File: src/hw/pmcc_regs.svh
`ifndef PMCC_REGS_SVH
`define PMCC_REGS_SVH

// ----------------------------------------
// register byte offsets
// ----------------------------------------
`define PMCC_OFS_FEATURE_ID 8'h00
`define PMCC_OFS_INST_SEL 8'h04
`define PMCC_OFS_FILTER 8'h08
`define PMCC_OFS_CONTROL 8'h0C
`define PMCC_OFS_COUNT 8'h10
`define PMCC_OFS_CAPTURE 8'h14
`define PMCC_OFS_LOCAL_TRIG 8'h18

// ----------------------------------------
// field positions
// ----------------------------------------
`define PMCC_FLT_PART_LSB 0
`define PMCC_FLT_PART_MSB 15
`define PMCC_FLT_GROUP_LSB 16
`define PMCC_FLT_GROUP_MSB 23
`define PMCC_CTL_MATCH_PART 16
`define PMCC_CTL_MATCH_GROUP 17
`define PMCC_CTL_FREEZE 24
`define PMCC_CTL_IRQ_EN 25
`define PMCC_CTL_OFLOW 26
`define PMCC_CTL_CLR_CAP 27
`define PMCC_CTL_SRC_LSB 28
`define PMCC_CTL_SRC_MSB 30
`define PMCC_CTL_SECURE 31
`define PMCC_NOT_READY_FLAG_BIT 31
`define PMCC_TRIG_NOW_BIT 0
`define PMCC_TRIG_ALL_BIT 1
`define PMCC_ID_LOCAL_BIT 16

// ----------------------------------------
// reset values and timing
// ----------------------------------------
`define PMCC_RST_WORD 32'h0000_0000
`define PMCC_CLK_MHZ 100
`define PMCC_MAX_SETTLE_US 20
`define PMCC_SETTLE_CYCLES (`PMCC_MAX_SETTLE_US * `PMCC_CLK_MHZ)

`endif
File: src/hw/pmcc_pkg.sv
package pmcc_pkg;

  // ----------------------------------------
  // capture source codes
  // ----------------------------------------
  typedef enum logic [2:0] {
    PMCC_SRC_NONE = 3'b000,
    PMCC_SRC_EXTERNAL = 3'b001,
    PMCC_SRC_LOCAL = 3'b111
  } pmcc_src_e;

  // ----------------------------------------
  // monitored transaction
  // ----------------------------------------
  typedef struct packed {
    logic valid;
    logic [15:0] partition_identifier;
    logic [7:0] monitor_group;
    logic [7:0] bytes;
  } pmcc_txn_s;

  // ----------------------------------------
  // apb answer
  // ----------------------------------------
  typedef struct packed {
    logic pready;
    logic pslverr;
    logic [31:0] prdata;
  } pmcc_apb_rsp_s;

endpackage

File: src/hw/pmcc_capture_ctrl.sv
// Our own choices: the APB slave port and the address map.
`timescale 1ns/1ps
`include "pmcc_regs.svh"
module pmcc_capture_ctrl
  import pmcc_pkg::*;
#(
  parameter int INSTANCE_COUNT = 4,
  parameter bit LOCAL_TRIGGER_PRESENT = 1'b1,
  parameter bit AUTO_NOT_READY = 1'b1,
  parameter bit HAS_CLEAR_ON_CAPTURE = 1'b1,
  parameter int SETTLE_CYCLES = `PMCC_SETTLE_CYCLES
) (
  // clock and reset
  input wire logic pclk,
  input wire logic presetn,
  // apb slave
  input wire logic psel,
  input wire logic penable,
  input wire logic pwrite,
  input wire logic [7:0] paddr,
  input wire logic [31:0] pwdata,
  input wire logic [2:0] pprot,
  output logic pready,
  output logic pslverr,
  output logic [31:0] prdata,
  // monitored traffic and system capture
  input wire pmcc_pkg::pmcc_txn_s txn,
  input wire logic ext_capture,
  // interrupt
  output logic overflow_irq
);
  import pmcc_pkg::*;

  localparam int SW = $clog2(SETTLE_CYCLES + 1);
  localparam int IW = (INSTANCE_COUNT > 1) ? $clog2(INSTANCE_COUNT) : 1;
  localparam logic [SW-1:0] SETTLE_LOAD = SW'(SETTLE_CYCLES);

  // ----------------------------------------
  // apb decode
  // ----------------------------------------
  // answer comes one cycle into the access phase; writes land on the edge pready is seen
  logic pready_r;
  logic pslverr_r;
  logic [31:0] prdata_r;
  logic irq_r;
  logic [15:0] sel_r;

  function automatic logic addr_known(input logic [7:0] a);
    addr_known = (a == `PMCC_OFS_FEATURE_ID) || (a == `PMCC_OFS_INST_SEL) || (a == `PMCC_OFS_FILTER) ||
                 (a == `PMCC_OFS_CONTROL) || (a == `PMCC_OFS_COUNT) || (a == `PMCC_OFS_CAPTURE) ||
                 (a == `PMCC_OFS_LOCAL_TRIG);
  endfunction

  wire access_end = psel & penable & pready_r;
  wire wr_en = access_end & pwrite & addr_known(paddr);
  wire secure_acc = ~pprot[1];
  wire sel_valid = (sel_r < 16'(INSTANCE_COUNT));
  wire [IW-1:0] sel_idx = sel_r[IW-1:0];

  wire wr_sel = wr_en & (paddr == `PMCC_OFS_INST_SEL);
  wire wr_trig = wr_en & (paddr == `PMCC_OFS_LOCAL_TRIG);

  // register hits shared by every instance's write strobes
  wire hit_flt = (paddr == `PMCC_OFS_FILTER);
  wire hit_ctl = (paddr == `PMCC_OFS_CONTROL);
  wire hit_cnt = (paddr == `PMCC_OFS_COUNT);
  wire hit_cap = (paddr == `PMCC_OFS_CAPTURE);

  // ----------------------------------------
  // local capture trigger
  // ----------------------------------------
  // no register stands behind the trigger: the write itself is the event
  wire trig_now = wr_trig & pwdata[`PMCC_TRIG_NOW_BIT] & LOCAL_TRIGGER_PRESENT;
  wire trig_ns = trig_now & ~secure_acc;
  wire trig_s = trig_now & secure_acc & ~pwdata[`PMCC_TRIG_ALL_BIT];
  wire trig_all = trig_now & secure_acc & pwdata[`PMCC_TRIG_ALL_BIT];

  // ----------------------------------------
  // per-instance state
  // ----------------------------------------
  logic [31:0] flt_q [INSTANCE_COUNT];
  logic [31:0] ctl_q [INSTANCE_COUNT];
  logic [30:0] cnt_q [INSTANCE_COUNT];
  logic not_ready_flag_q [INSTANCE_COUNT];
  logic [31:0] cap_q [INSTANCE_COUNT];
  logic [INSTANCE_COUNT-1:0] irq_vec;
  logic [INSTANCE_COUNT-1:0] access_ok;

  // writable control bits; OFLOW and SECURE are written apart, the rest read as zero
  localparam logic [31:0] CTL_MASK = (32'h1 << `PMCC_CTL_MATCH_PART) | (32'h1 << `PMCC_CTL_MATCH_GROUP) |
                                     (32'h1 << `PMCC_CTL_FREEZE) | (32'h1 << `PMCC_CTL_IRQ_EN) |
                                     (32'(HAS_CLEAR_ON_CAPTURE) << `PMCC_CTL_CLR_CAP) |
                                     (32'h7 << `PMCC_CTL_SRC_LSB);
  localparam logic [31:0] FLT_MASK = 32'h00FF_FFFF;

  genvar gi;
  generate
    for (gi = 0; gi < INSTANCE_COUNT; gi++) begin : g_mon
      logic [31:0] flt_r;
      logic [31:0] ctl_r;
      logic [30:0] cnt_r;
      logic [30:0] cnt_nxt;
      logic not_ready_flag_r;
      logic not_ready_flag_nxt;
      logic oflow_r;
      logic [SW-1:0] settle_r;
      logic [SW-1:0] settle_nxt;
      logic [31:0] cap_r;

      // only this instance is touched by a configuration access
      wire here = sel_valid & (sel_idx == IW'(gi));
      wire ok = here & (secure_acc | ~ctl_r[`PMCC_CTL_SECURE]);
      wire wr_flt = wr_en & ok & hit_flt;
      wire wr_ctl = wr_en & ok & hit_ctl;
      wire wr_cnt = wr_en & ok & hit_cnt;
      wire wr_cap = wr_en & ok & hit_cap;
      wire cfg_wr = wr_flt | wr_ctl;

      // capture subscription
      wire [2:0] src = ctl_r[`PMCC_CTL_SRC_MSB:`PMCC_CTL_SRC_LSB];
      wire is_secure = ctl_r[`PMCC_CTL_SECURE];
      wire local_hit = (is_secure ? trig_s : trig_ns) | trig_all;
      wire cap_hit = ((src == PMCC_SRC_EXTERNAL) & ext_capture) |
                     ((src == PMCC_SRC_LOCAL) & local_hit);
      wire clr_cap = ctl_r[`PMCC_CTL_CLR_CAP] & HAS_CLEAR_ON_CAPTURE;

      // filter match
      wire part_ok = ~ctl_r[`PMCC_CTL_MATCH_PART] |
                     (txn.partition_identifier == flt_r[`PMCC_FLT_PART_MSB:`PMCC_FLT_PART_LSB]);
      wire grp_ok = ~ctl_r[`PMCC_CTL_MATCH_GROUP] |
                    (txn.monitor_group == flt_r[`PMCC_FLT_GROUP_MSB:`PMCC_FLT_GROUP_LSB]);
      wire frozen = ctl_r[`PMCC_CTL_FREEZE] & oflow_r;
      wire incr = txn.valid & part_ok & grp_ok & ~frozen;
      wire [31:0] sum = {1'b0, cnt_r} + {24'h0, txn.bytes};
      wire ovf = incr & sum[31];

      // count: a capture with clear discards this cycle's increment; the new interval starts at zero
      always_comb begin
        cnt_nxt = cnt_r;
        if (wr_cnt) begin
          cnt_nxt = pwdata[30:0];
        end else if (cap_hit & clr_cap) begin
          cnt_nxt = 31'h0;
        end else if (incr) begin
          cnt_nxt = sum[30:0];
        end
      end

      // not-ready: config write restarts settling; capture or settle expiry clears it
      always_comb begin
        not_ready_flag_nxt = not_ready_flag_r;
        if (AUTO_NOT_READY && cfg_wr) begin
          not_ready_flag_nxt = 1'b1;
        end else if (wr_cnt) begin
          not_ready_flag_nxt = pwdata[`PMCC_NOT_READY_FLAG_BIT];
        end else if (AUTO_NOT_READY && cap_hit) begin
          not_ready_flag_nxt = 1'b0;
        end else if (AUTO_NOT_READY && settle_r == SW'(1)) begin
          not_ready_flag_nxt = 1'b0;
        end
      end

      // settle counter reloads on every settings write, then runs down to zero
      always_comb begin
        settle_nxt = settle_r;
        if (AUTO_NOT_READY && cfg_wr) begin
          settle_nxt = SETTLE_LOAD;
        end else if (settle_r != '0) begin
          settle_nxt = settle_r - SW'(1);
        end
      end

      logic [31:0] flt_nxt;
      logic [31:0] ctl_nxt;
      logic oflow_nxt;
      logic [31:0] cap_nxt;

      // ----------------------------------------
      // configuration and status next values
      // ----------------------------------------
      // masks keep unused fields reading as zero
      always_comb begin
        flt_nxt = flt_r;
        if (wr_flt) begin
          flt_nxt = pwdata & FLT_MASK;
        end
      end

      // the secure bit is only taken from a secure write
      always_comb begin
        ctl_nxt = ctl_r;
        if (wr_ctl) begin
          ctl_nxt = (pwdata & CTL_MASK) | ({31'h0, secure_acc & pwdata[`PMCC_CTL_SECURE]} << 31);
        end
      end

      // hardware set beats a software clear in the same cycle
      always_comb begin
        oflow_nxt = oflow_r;
        if (ovf) begin
          oflow_nxt = 1'b1;
        end else if (wr_ctl) begin
          oflow_nxt = pwdata[`PMCC_CTL_OFLOW];
        end
      end

      // capture takes the value from before this edge, so a clear never loses it
      always_comb begin
        cap_nxt = cap_r;
        if (cap_hit) begin
          cap_nxt = {not_ready_flag_r, cnt_r};
        end else if (wr_cap) begin
          cap_nxt[`PMCC_NOT_READY_FLAG_BIT] = pwdata[`PMCC_NOT_READY_FLAG_BIT];
        end
      end

      // ----------------------------------------
      // instance registers
      // ----------------------------------------
      always_ff @(posedge pclk or negedge presetn) begin
        if (!presetn) begin
          flt_r <= `PMCC_RST_WORD;
          ctl_r <= `PMCC_RST_WORD;
        end else begin
          flt_r <= flt_nxt;
          ctl_r <= ctl_nxt;
        end
      end

      always_ff @(posedge pclk or negedge presetn) begin
        if (!presetn) begin
          cnt_r <= 31'h0;
        end else begin
          cnt_r <= cnt_nxt;
        end
      end

      always_ff @(posedge pclk or negedge presetn) begin
        if (!presetn) begin
          not_ready_flag_r <= 1'b0;
          settle_r <= '0;
        end else begin
          not_ready_flag_r <= not_ready_flag_nxt;
          settle_r <= settle_nxt;
        end
      end

      always_ff @(posedge pclk or negedge presetn) begin
        if (!presetn) begin
          oflow_r <= 1'b0;
          cap_r <= `PMCC_RST_WORD;
        end else begin
          oflow_r <= oflow_nxt;
          cap_r <= cap_nxt;
        end
      end

      assign flt_q[gi] = flt_r;
      assign ctl_q[gi] = ctl_r | ({31'h0, oflow_r} << `PMCC_CTL_OFLOW);
      assign cnt_q[gi] = cnt_r;
      assign not_ready_flag_q[gi] = not_ready_flag_r;
      assign cap_q[gi] = cap_r;
      assign irq_vec[gi] = oflow_r & ctl_r[`PMCC_CTL_IRQ_EN];
      assign access_ok[gi] = ok;
    end
  endgenerate

  // ----------------------------------------
  // read mux
  // ----------------------------------------
  // a non-secure read of a secure instance sees zero, like an absent instance
  wire inst_ok = sel_valid & access_ok[sel_idx];
  wire [31:0] id_word = 32'(INSTANCE_COUNT) | (32'(LOCAL_TRIGGER_PRESENT) << `PMCC_ID_LOCAL_BIT);
  logic [31:0] rdata;

  always_comb begin
    rdata = 32'h0;
    unique case (paddr)
      `PMCC_OFS_FEATURE_ID: rdata = id_word;
      `PMCC_OFS_INST_SEL: rdata = {16'h0, sel_r};
      `PMCC_OFS_FILTER: rdata = inst_ok ? flt_q[sel_idx] : 32'h0;
      `PMCC_OFS_CONTROL: rdata = inst_ok ? ctl_q[sel_idx] : 32'h0;
      `PMCC_OFS_COUNT: rdata = inst_ok ? {not_ready_flag_q[sel_idx], cnt_q[sel_idx]} : 32'h0;
      `PMCC_OFS_CAPTURE: rdata = inst_ok ? cap_q[sel_idx] : 32'h0;
      default: rdata = 32'h0;
    endcase
  end

  // ----------------------------------------
  // bus answer
  // ----------------------------------------
  // one wait state on every access, so the answer comes straight from flip-flops
  logic pready_nxt;
  logic pslverr_nxt;
  logic [31:0] prdata_nxt;
  logic [15:0] sel_nxt;
  wire access_start = psel & penable & ~pready_r;

  always_comb begin
    pready_nxt = access_start;
    pslverr_nxt = 1'b0;
    prdata_nxt = prdata_r;
    if (access_start) begin
      pslverr_nxt = ~addr_known(paddr);
      prdata_nxt = pwrite ? 32'h0 : rdata;
    end
  end

  always_comb begin
    sel_nxt = sel_r;
    if (wr_sel) begin
      sel_nxt = pwdata[15:0];
    end
  end

  always_ff @(posedge pclk or negedge presetn) begin
    if (!presetn) begin
      pready_r <= 1'b0;
      pslverr_r <= 1'b0;
      prdata_r <= 32'h0;
    end else begin
      pready_r <= pready_nxt;
      pslverr_r <= pslverr_nxt;
      prdata_r <= prdata_nxt;
    end
  end

  always_ff @(posedge pclk or negedge presetn) begin
    if (!presetn) begin
      sel_r <= 16'h0;
    end else begin
      sel_r <= sel_nxt;
    end
  end

  // ----------------------------------------
  // interrupt
  // ----------------------------------------
  // a level, so an interrupt controller that misses an edge still sees it
  always_ff @(posedge pclk or negedge presetn) begin
    if (!presetn) begin
      irq_r <= 1'b0;
    end else begin
      irq_r <= |irq_vec;
    end
  end

  assign pready = pready_r;
  assign pslverr = pslverr_r;
  assign prdata = prdata_r;
  assign overflow_irq = irq_r;

endmodule

File: config.mk
export PLATFORM = sky130hd
export DESIGN_NAME = pmcc_capture_ctrl
export DESIGN_NICKNAME = d
export VERILOG_FILES = /design/src/hw/pmcc_pkg.sv /design/src/hw/pmcc_capture_ctrl.sv
export VERILOG_INCLUDE_DIRS = /design/src /design/src/hw
export SDC_FILE = /design/constraint.sdc
export NUM_CORES = 1
export LEC_CHECK = 0
export BUFFER_PORTS_ARGS = -buffer_cell sky130_fd_sc_hd__buf_4
export CAP_MARGIN = 20
export CORE_UTILIZATION = 37
export DETAILED_ROUTE_END_ITERATION = 10
export PLACE_DENSITY_LB_ADDON = 0.08
export SLEW_MARGIN = 0
export SYNTH_ARGS = -nofsm -noshare
export SYNTH_HDL_FRONTEND = slang
export SYNTH_SLANG_ARGS = --single-unit
File: constraint.sdc
create_clock -name pclk -period 2.7 [get_ports pclk]
set_clock_uncertainty 0.15 [all_clocks]
set_input_delay 0.135 -clock pclk [delete_from_list [all_inputs] [get_ports pclk]]
set_output_delay 0.135 -clock pclk [all_outputs]
set_load 0.01 [all_outputs]
======== Yosys cells after proc, flatten, opt, wreduce, memory -nomap -nowiden ========
Index checks and enable logic that the tools add are counted.
word-level totals
  flip-flop bits (word level) ............. 579
  bits of input ports ..................... 82
  output and inout bits ................... 35
  word-level logic and storage cells ...... 318
operators by class
  add/sub/neg operators ................... 8
  order comparisons ....................... 3
  equal/unequal tests ..................... 29
  muxes and demuxes ....................... 80
  bitwise logic cells ..................... 128
  reduce and logical (&&, ||, !) cells .... 33
operator list
  cell                                                                   count
  31-bit 2-to-1 mux                                                      14
  32-bit 2-to-1 mux                                                      11
  32-bit binary-select mux with 2-bit select                             3
  32-bit one-hot mux with 6 select lines                                 1
  31-bit by 8-bit adder with 32-bit output                               4
  32-bit by 27-bit OR with 32-bit output                                 4
  11-bit 2-to-1 mux                                                      8
  1-bit AND                                                              78
  16-bit == test                                                         4
  31-bit binary-select mux with 2-bit select                             1
  11-bit by 1-bit == test with 1-bit output, second input constant       4
  11-bit nonzero test                                                    4
  11-bit by 1-bit subtractor with 11-bit output, second input constant   4
  1-bit 2-to-1 mux                                                       40
  8-bit == test                                                          4
  31-bit by 32-bit OR with 32-bit output                                 1
  8-bit by 5-bit == test with 1-bit output, second input constant        3
  1-bit OR                                                               24
  2-bit nonzero test                                                     12
  1-bit NOT                                                              20
  8-bit by 4-bit == test with 1-bit output, second input constant        2
  16-bit by 3-bit < comparator with 1-bit output, second input constant  1
  4-bit nonzero test                                                     4
  3-bit by 1-bit == test with 1-bit output, second input constant        4
  other kinds (13)                                                       26

======== Longest topological paths before layout ========
Gate-level depths: netlist of run 1.
  depth after elaboration ................. 19
  mapped depth ............................ 11
  gate-level depth less buffers ........... 9

======== Worst setup path after synthesis of run 1 ========
Ideal clock, no wire load.
  kind .................................... register -> register
  start point ............................. register g_mon[3].cnt_r[0]
  end point ............................... register g_mon[3].cnt_r[12]
  setup time .............................. 0.127 ns
  data arrival time ....................... 2.671 ns
  required time ........................... 2.423 ns
  setup slack ............................. -0.247 ns
  cell stages (with the launch flop) ...... 10
  buffers on the path ..................... 1
  clock period less this slack ............ 2.947 ns
  cell sequence ........................... dfrtp_1 -> ha_1 -> fa_1 -> a211oi_1 -> o21bai_1 -> o41ai_1 -> or2_2 -> clkbuf_1 -> a21oi_1 -> o2bb2a_1
on the way
  cells in the longest elaborated chain, start to end .. 4
ends and longest elaborated chain
  what                                      line                      text
  start: declaration                        pmcc_capture_ctrl.sv:101  logic [30:0] cnt_r;
  start signal: assignment                  pmcc_capture_ctrl.sv:234  cnt_r <= cnt_nxt;
  31-bit by 8-bit adder with 32-bit output  pmcc_capture_ctrl.sv:134  wire [31:0] sum = {1'b0, cnt_r} + {24'h0, txn.bytes};
  31-bit 2-to-1 mux                         pmcc_capture_ctrl.sv:144  end else if (incr) begin
  31-bit 2-to-1 mux                         pmcc_capture_ctrl.sv:142  end else if (cap_hit & clr_cap) begin
  31-bit 2-to-1 mux                         pmcc_capture_ctrl.sv:140  if (wr_cnt) begin
Every way passes these cells. The select of a mux whose other input is x is not followed.
A chain may end at the register's enable or synchronous reset.

======== Worst setup path in the final report of run 1 ========
  start point ............................. register g_mon[1].flt_r[8]
  end point ............................... register g_mon[1].cnt_r[8]
on the way
  cells in the longest elaborated chain, start to end .. 6
ends and longest elaborated chain
  what                                 line                      text
  start: declaration                   pmcc_capture_ctrl.sv:99   logic [31:0] flt_r;
  start signal: assignment             pmcc_capture_ctrl.sv:222  flt_r <= `PMCC_RST_WORD;
  start signal: assignment             pmcc_capture_ctrl.sv:225  flt_r <= flt_nxt;
  16-bit == test                       pmcc_capture_ctrl.sv:129  (txn.partition_identifier == flt_r[`PMCC_FLT_PART_MSB:`PMCC_FLT_PART_LSB]);
  1-bit OR                             pmcc_capture_ctrl.sv:128  wire part_ok = ~ctl_r[`PMCC_CTL_MATCH_PART] |
  1-bit AND (3 in series)              pmcc_capture_ctrl.sv:133  wire incr = txn.valid & part_ok & grp_ok & ~frozen;
  3-bit nonzero test (no source line)  --
  end signal: assignment               pmcc_capture_ctrl.sv:234
  end: declaration                     pmcc_capture_ctrl.sv:101
Every way passes these cells.

==> impl_results.rst, run 1 <==
.. list-table::
   :header-rows: 1

   * - Metric
     - Value
   * - Slowest stage cell on the critical path
     - or3b_4
   * - GR Overflow Total
     - 0
   * - Core region area
     - 73200 um2
   * - Final setup fails
     - 39
   * - Number of antenna diodes
     - 0
   * - Number of buffers created by CTS
     - 58
   * - Worst path arrival time
     - 3.25 ns
   * - Detailed-routing iteration count for the pre-antenna-repair pass
     - 9
   * - Post-Syn Instances
     - 2613
   * - Post-synth top area share
     - 44.4%
   * - Failing checks
     - DRC, setup timing
   * - Fraction of layout cells with a size suffix above 1
     - 35.3%
   * - Starting DRT DRC Count
     - 2227
   * - Reg2Reg Setup Slack
     - -0.20 ns
   * - DR WL/cell
     - 25.4 um
   * - CP startpoint
     - g_mon[1].flt_r[8]
   * - Area of the die
     - 75300 um2
   * - Yosys warnings
     - 0
   * - CP startpoint kind
     - flop
   * - Share of total power in sequential cells
     - 36.8%
   * - Number of nets produced by synthesis
     - 2739
   * - Mapped Avg Cell Area
     - around 11 um2
   * - Number of clock sinks
     - 487
   * - Global-route met3 utilization
     - 4.33%
   * - P_leak
     - between 15 and 20 nW
   * - Outcome
     - finished, violations left
   * - First-pass GRT wire length
     - ~150000 um
   * - Synth top cells by count
     - dfrtp_1, nand2_1, mux2_2
   * - Largest delay contributor family on the critical path
     - simple AND/OR/NAND/NOR gates
   * - Area of the mapped netlist
     - 27500 um2
   * - TritonCTS clock tree
     - built
   * - Antenna violations before repair
     - 0
   * - Max rail drop VDD
     - 0.592 mV
   * - Total wirelength of the detailed-routed design
     - about 100000 um
   * - Relative contribution of the clock network to total power
     - approximately 38%
   * - Internal power
     - 15.3 mW
   * - Worst setup path category
     - reg -> reg
   * - Max transition margin
     - 59.4%
   * - Pwr Density
     - ~630 nW/um2
   * - Cell Chain, Critical Path
     - xnor2_1, nand4_1, o41ai_2, buf_4, nand4_1, buf_6, or3b_4, buf_4, a22oi_1, nor2_1
   * - Most instantiated library cell after synthesis
     - dfrtp_1
   * - Post-route cell area
     - around 35000 um2
   * - Setup repair after global routing missed its margin
     - yes
   * - Endpoint of the worst-slack reg-to-reg timing path
     - g_mon[1].cnt_r[8]
   * - CP bufs+invs
     - 3
   * - Synth area leaders
     - dfrtp_1, mux2_2, mux4_2
   * - Crit Path Max Fanout
     - 6
   * - Worst-case reg-to-reg path depth
     - 10
   * - Highest cell delay on the worst timing path
     - 0.48 ns
   * - Count of boundary I/O pins
     - 117
   * - Pin count of the biggest net entering global routing
     - 72
   * - Number of max-cap violations
     - 0
   * - Number of H-tree levels
     - 2
   * - Met2 capacity usage during global routing
     - 41.0%
   * - Sequential area share after synthesis
     - 44.4%
   * - Busiest metal layer after global routing
     - met2
   * - Root Driver
     - clkbuf_16
   * - Final GP Congestion
     - 0.944
   * - Distinct cell type count after synthesis
     - 73
   * - Routed via count
     - about 23000
   * - Total Power
     - ~22 mW
   * - Die width
     - 274 um
   * - Net switching share of the total power
     - 31.1%
   * - Nature of the critical path endpoint
     - flop
   * - Detailed-route DRC error count
     - 13
   * - Post-DP HPWL
     - approximately 75000 um
   * - Synth Register Bits
     - 487
   * - Setup slack of the critical path after layout
     - -0.198 ns
   * - Net switching power
     - 6.91 mW
   * - Post-layout net count
     - around 3100
   * - Met1 Resource Use GR
     - approximately two fifths
   * - Pins over their slew limit
     - 0
   * - Cell area after placement
     - around 32000 um2
   * - Maximum clock insertion buffer count
     - 3
   * - Classification of the worst-slack hold path
     - in -> reg
   * - Antenna Nets Post-Route
     - 0
   * - Worst setup path endpoint
     - g_mon[1].cnt_r[8]
   * - Post-synth EDFFs
     - 0
   * - DR vias/cell
     - between 5 and 6
   * - Top cell type by total area after synthesis
     - dfrtp_1
   * - Height of the die
     - 274 um
   * - Clock-pin slew on the worst setup and hold paths
     - about 0.060 ns
   * - Crit share post-route
     - 107%
   * - Required time worst endpoint
     - 3.06 ns
   * - Latest clock arrival within the worst-skew pair
     - 0.63 ns
   * - Port-buffer cells
     - approximately 110
   * - Maximum frequency from static timing analysis
     - approximately 350 MHz
   * - Launch instance of the worst register-to-register path
     - g_mon[1].flt_r[8]
   * - Fraction of power consumed by combinational cells
     - 25.4%
   * - Area Overhead vs Synth
     - 29.0%
   * - Starting density of the core
     - between 30% and 40%
   * - Std-Cell Rows
     - slightly below 100
   * - Time the worst path needs with I/O delays and setup
     - 2.90 ns
   * - Global routing usage summed across all routing layers
     - 26.7%
   * - Slew of the pin with the lowest slew margin
     - 0.603 ns
   * - Number of failing hold endpoints at the final stage
     - 0
   * - Top flip-flop cell by instance count after synthesis
     - dfrtp_1
   * - Share of flip-flops with an asynchronous set or reset after synthesis
     - 100%
   * - Path length in cells of the critical path
     - 10
   * - Number of global-route vias before repair
     - 23100
registers in the layout, indices dropped and copies added (netlist names), 4 cells and up:
| register | cells |
|---|---|
| g_mon.cap_r | 128 |
| g_mon.cnt_r | 124 |
| g_mon.flt_r | 96 |
| g_mon.settle_r | 44 |
| g_mon.ctl_r | 36 |
| prdata | 32 |
| sel_r | 16 |
| g_mon.not_ready_flag_r | 4 |
| g_mon.oflow_r | 4 |
tightest hold or removal path, delay by kind of cell:
kind / cells / cell delay (ns)
AO/OA/AOI/OAI: 2 / 0.29
buffers and inverters: 2 / 0.25
AND/OR/NAND/NOR: 1 / 0.08
logic make-up after synthesis:
| group | after synthesis | synth area share (%) |
|---|---|---|
| xor gates and xnor gates | 141 | 4.50 |
| AOI/OAI and AO/OA | 647 | 14.8 |
| buffers and inverters | 243 | 3.60 |
| muxes | 358 | 18.6 |
| adders and majority gates | 44 | 2.11 |
| and+or+nand+nor | 693 | 12.0 |
| DFF | 487 | 44.4 |
power groups by stage:
stage / logic [mW] / clock network, mW / registers (mW)
after global routing: 6.12 / 8.87 / 8.22
after detailed placement: 5.13 / 0 / 8.28
after CTS: 5.37 / 8.59 / 8.15
final: 5.65 / 8.40 / 8.17
after floorplan: 2.71 / 0 / 8.20
after global placement: 5.05 / 0 / 8.27
metrics by stage:
step / cells / util [%] / setup WS (ns) / setup TNS [ns] / hold WS, ns
floorplan: 2613 / - / 0.00544 / 0 / -0.311
global placement: 3837 / 43.6 / -0.494 / -62.30 / 0.00390
detailed placement: 3837 / 43.6 / -0.439 / -71.34 / 0.00345
CTS: 3992 / 47.5 / -0.158 / -1.47 / 0.000454
global route: 4004 / 48.4 / -0.230 / -3.91 / 0.0547
finish: 4004 / 48.4 / -0.198 / -2.40 / 0.0358
cell type report:
cell class                 instances  area (um2)
inverter                          51         191
fill                            6702       37800
clock buffer                      81        1730
tap                              959        1200
timing repair buffer             517        4650
clock inverter                    25         309
sequential                       487       12200
multi-input combinational       1884       15200
worst min-delay path by stage:
stage / cells after the start / startpoint / slack, ns / endpoint
after floorplan: 0 / presetn / -0.31 / g_mon[0].cap_r[0]
after global placement: 1 / presetn / 0.004 / g_mon[0].settle_r[10]
after detailed placement: 1 / presetn / 0.003 / g_mon[3].settle_r[5]
after CTS: 5 / paddr[3] / 0.0005 / prdata[2]
after global routing: 5 / paddr[3] / 0.05 / prdata[16]
final: 5 / paddr[3] / 0.04 / prdata[16]
layer usage:
layer,part of all wire [%],up-vias
li1,-,10400
met1,46,12000
met2,45,813
met3,6.4,171
met4,2.6,0
met5,0,-
layout by cell type (no fill, tap or decap), types with 14 or more instances in the layout:
cell type / n
mux2_2: 247
and2_1: 17
o21ai_0: 122
buf_4: 409
or3_1: 18
a21o_1: 18
dlygate4sd3_1: 42
buf_12: 40
clkinv_2: 15
o21ai_2: 18
a22o_1: 27
ha_1: 39
nor2_1: 102
nand4_1: 49
xnor2_2: 19
nor3_1: 40
inv_1: 51
a21oi_1: 215
a21oi_2: 14
nand3_1: 58
a22oi_1: 21
dfrtp_1: 485
a32o_1: 17
o2bb2ai_1: 15
xnor2_1: 113
o31ai_1: 17
buf_6: 19
o21ai_1: 39
and3_1: 19
clkbuf_16: 64
mux4_2: 98
nand2_1: 291
a221o_1: 15
what timing repair did:
item | 4_1_cts | 5_1_grt
gates resized for setup | 73 | 152
hold endpoints to repair | 774 | 0
pin swaps | 29 | 52
setup buffers | 6 | 8
gates cloned | 1 | 4
endpoints found under the setup margin | 180 | 179
hold buffers | 43 | 0
(Power assumes the default switching activity.)
==> run 2: changes to the inputs <==
--- a/config.mk
+++ b/config.mk
@@ -10,7 +10,6 @@
 export CAP_MARGIN = 20
 export CORE_UTILIZATION = 37
 export DETAILED_ROUTE_END_ITERATION = 10
-export PLACE_DENSITY_LB_ADDON = 0.08
 export SLEW_MARGIN = 0
 export SYNTH_ARGS = -nofsm -noshare
 export SYNTH_HDL_FRONTEND = slang
==> constraint.sdc (replaced) <==
create_clock -name pclk -period 3.3 [get_ports pclk]
set_clock_uncertainty 0.15 [all_clocks]
set_input_delay 0.165 -clock pclk [delete_from_list [all_inputs] [get_ports pclk]]
set_output_delay 0.165 -clock pclk [all_outputs]
set_load 0.01 [all_outputs]
==> run 2 against run 1 <==
The run ends with DRC left; combinational power decreased by 38%; hold slack lost 0.016 ns; critical path depth is 2 higher; largest cell class unchanged; flip-flop and latch count unchanged; critical path type is now in -> reg; critical endpoint is now g_mon[0].cnt_r[16].
==> impl_results.rst, run 2 (same netlist as run 1, synthesis figures left out) <==
.. list-table::
   :header-rows: 1

   * - Metric
     - Value
   * - Pwr Density
     - 524 nW/um2 (was 627 nW/um2)
   * - Antenna violations before repair
     - 1 (was 0)
   * - Inst Count DP
     - 3624 (was 3837)
   * - Area of the die
     - 75300 um2 (unchanged)
   * - Number of buffers created by CTS
     - 54 (was 58)
   * - Worst setup path category
     - in -> reg (was reg -> reg)
   * - Final setup fails
     - 0 (was 39)
   * - Setup WS pre-CTS
     - -0.0185 ns (was -0.439 ns)
   * - Time the worst path needs with I/O delays and setup
     - 3.18 ns
   * - Highest cell delay on the worst timing path
     - 0.53 ns (was 0.48 ns)
   * - Global routing usage summed across all routing layers
     - 24.6% (was 26.7%)
   * - Cell area after placement
     - 30100 um2 (was 31900 um2)
   * - Post-CTS Setup Inserts
     - 0 (was 6)
   * - Failing checks
     - DRC (was DRC, setup timing)
   * - Clock-pin slew on the worst setup and hold paths
     - 0.06 ns (about the same)
   * - Number of H-tree levels
     - 2 (unchanged)
   * - Share of total power in sequential cells
     - 40.4% (was 36.8%)
   * - Number of antenna diodes
     - 0 (unchanged)
   * - Relative contribution of the clock network to total power
     - 39.1% (was 37.8%)
   * - GR Overflow Total
     - 0 (unchanged)
   * - DR WL/cell
     - 24.7 um (was 25.4 um)
   * - Commonest cells after routing, fill and taps aside
     - dfrtp_1, nand2_1, mux2_2 (was dfrtp_1, buf_4, nand2_1)
   * - TritonCTS clock tree
     - built (unchanged)
   * - Register containing the most flip-flops in the final layout
     - g_mon.cap_r (unchanged)
   * - Latest clock arrival within the worst-skew pair
     - 0.63 ns (about the same)
   * - Detailed-route DRC error count
     - 17 (was 13)
   * - First-pass GRT wire length
     - 141000 um (was 150000 um)
   * - Worst path arrival time
     - 3.57 ns (was 3.25 ns)
   * - Nature of the critical path endpoint
     - flop (unchanged)
   * - Pin count of the biggest net entering global routing
     - 92 (was 72)
   * - Required time worst endpoint
     - 3.69 ns (was 3.06 ns)
   * - Number of max-cap violations
     - 0 (unchanged)
   * - Slowest stage cell on the critical path
     - dlygate4sd3_1 (was or3b_4)
   * - Internal power
     - 11.8 mW (was 15.3 mW)
   * - Number of global-route vias before repair
     - 22700 (was 23100)
   * - Post-route cell area
     - 32500 um2 (was 35400 um2)
   * - Std-Cell Rows
     - 99 (unchanged)
   * - Outcome
     - finished, violations left (unchanged)
   * - Maximum clock insertion buffer count
     - 3 (unchanged)
   * - Slew of the pin with the lowest slew margin
     - 0.865 ns (was 0.603 ns)
   * - Total wirelength of the detailed-routed design
     - 92900 um (was 102000 um)
   * - Port-buffer cells
     - 114 (unchanged)
   * - Fraction of layout cells with a size suffix above 1
     - 25.6% (was 35.3%)
   * - Root Driver
     - clkbuf_16 (unchanged)
   * - Routed via count
     - 22400 (was 23400)
   * - Classification of the worst-slack hold path
     - in -> reg (unchanged)
   * - Starting density of the core
     - 37.5% (unchanged)
   * - Starting DRT DRC Count
     - 2146 (was 2227)
   * - Post-DP HPWL
     - 67800 um (was 75200 um)
   * - Crit path top cell by count
     - buf_4
   * - DR vias/cell
     - 5.94 (was 5.83)
   * - Combined area of the multi-input logic cells
     - 14400 um2 (was 15200 um2)
   * - Crit Path Max Fanout
     - 30 (was 6)
   * - Final GP Congestion
     - 0.959 (was 0.944)
   * - Largest registers
     - g_mon.cap_r x128, g_mon.cnt_r x124, g_mon.flt_r x96 (unchanged)
   * - Height of the die
     - 274 um (unchanged)
   * - Area Overhead vs Synth
     - 18.3% (was 29.0%)
   * - Cell Chain, Critical Path
     - dlygate4sd3_1, buf_4, or4_1, buf_4, nor3_1, nand3_2, nor3_2, buf_12, nor3_1, buf_4, a21oi_1, a2bb2oi_1 (was xnor2_1, nand4_1, o41ai_2, buf_4, nand4_1, buf_6, or3b_4, buf_4, a22oi_1, nor2_1)
   * - Net switching share of the total power
     - 31.0% (was 31.1%)
   * - Max rail drop VDD
     - 0.368 mV (was 0.592 mV)
   * - Sequential Area
     - 12200 um2 (unchanged)
   * - Setup slack of the critical path after layout
     - 0.120 ns (was -0.198 ns)
   * - P_leak
     - 13.8 nW (was 15.4 nW)
   * - Maximum frequency from static timing analysis
     - about 310 MHz
   * - CP startpoint kind
     - input pin (was flop)
   * - Core region area
     - 73200 um2 (unchanged)
   * - Leading cell type in the layout, fill and taps excluded
     - dfrtp_1 (unchanged)
   * - Setup repair after global routing missed its margin
     - no (was yes)
   * - Max FFs per register
     - 128 (unchanged)
   * - Fraction of power consumed by combinational cells
     - 20.5% (was 25.4%)
   * - Crit share post-route
     - 96.4%
   * - Net switching power
     - 5.28 mW (was 6.91 mW)
   * - Max transition margin
     - 42.4% (was 59.4%)
   * - Detailed-routing iteration count for the pre-antenna-repair pass
     - 9 (unchanged)
   * - Number of clock sinks
     - 487 (unchanged)
   * - Post-layout net count
     - 2890 (was 3125)
   * - Die width
     - 274 um (unchanged)
   * - Number of filler cells placed in the layout
     - 6726 (was 6702)
   * - Number of failing hold endpoints at the final stage
     - 0 (unchanged)
   * - Antenna Nets Post-Route
     - 0 (unchanged)
   * - Pins over their slew limit
     - 0 (unchanged)
   * - Count of boundary I/O pins
     - 117 (unchanged)
   * - Final std cells w/o fill
     - 3766 (was 4004)
## run 2: cell types whose count changed in the layout (fill, tap and decap cells not counted), moves of 9 or more
cell,change
a211oi_1,+9
a211oi_2,-9
a21oi_1,+10
a21oi_2,-10
buf_12,-15
buf_4,-191
buf_6,-19
clkbuf_16,-9
o21ai_0,+50
o21ai_1,-31
o21ai_2,-18
xnor2_1,+19
xnor2_2,-19
## run 2: metrics by stage
stage	hold WS [ns]	power, mW	setup TNS, ns	util (%)
global placement	0.136	10.2	0	41.1
global route	0.0493	17.7	0	44.4
finish	0.0198	17.0	0	44.4
CTS	0.000199	17.0	0	44.4
floorplan	-0.281	8.90	0	-
detailed placement	0.140	10.3	-0.0406	41.1
## run 2: timing repair
action | CTS | global route
resized for setup | 0 | 2
hold buffers | 43 | 0
endpoints found under the setup margin | 0 | 5
hold endpoints to repair | 368 | 0
## run 2: worst paths after layout
check / from / to / depth (start not counted) / slack, ns
setup / recovery: paddr[0] / g_mon[0].cnt_r[16] / 12 / 0.12
hold / removal: paddr[1] / g_mon[3].settle_r[4] / 5 / 0.02
setup reg to reg: g_mon[3].cnt_r[0] / g_mon[3].cnt_r[12] / 10 / 0.15
hold reg to reg: g_mon[0].cap_r[17] / g_mon[0].cap_r[17] / 2 / 0.34
max in group asynchronous: presetn / g_mon[2].cap_r[4] / 3 / 1.99
min in group asynchronous: presetn / g_mon[2].cnt_r[29] / 2 / 0.04
## run 2: metal layers
metal	wire length (um)	track usage [%]	vias to the layer above	share of wire (%)
met3	7190	4.27	187	7.7
met1	40200	34.3	11400	43
met4	3010	8.14	0	3.2
li1	-	-	9887	-
met2	42500	38.7	940	46
met5	0	0	-	0
## run 2: cell type report
type / count / area share, %
Multi-Input combinational cell: 1883 / 44.3
Sequential cell: 487 / 37.5
Timing Repair Buffer: 287 / 7.95
Clock buffer: 68 / 4.63
Tap cell: 959 / 3.69
Clock inverter: 31 / 1.32
Inverter: 51 / 0.589
## run 2: power by group through the flow
stage	combinational, mW	clock [mW]	sequential (mW)
after global routing	3.77	6.97	6.93
after floorplan	2.20	0	6.71
after detailed placement	3.36	0	6.97
after CTS	3.42	6.72	6.86
after global placement	3.25	0	6.93
final	3.48	6.66	6.89
## run 2: worst max-delay path, delay by kind of cell
| family | cells | cell delay, ns |
|---|---|---|
| buf+inv | 5 | 1.31 |
| simple gates | 5 | 1.75 |
| compound gates | 2 | 0.31 |
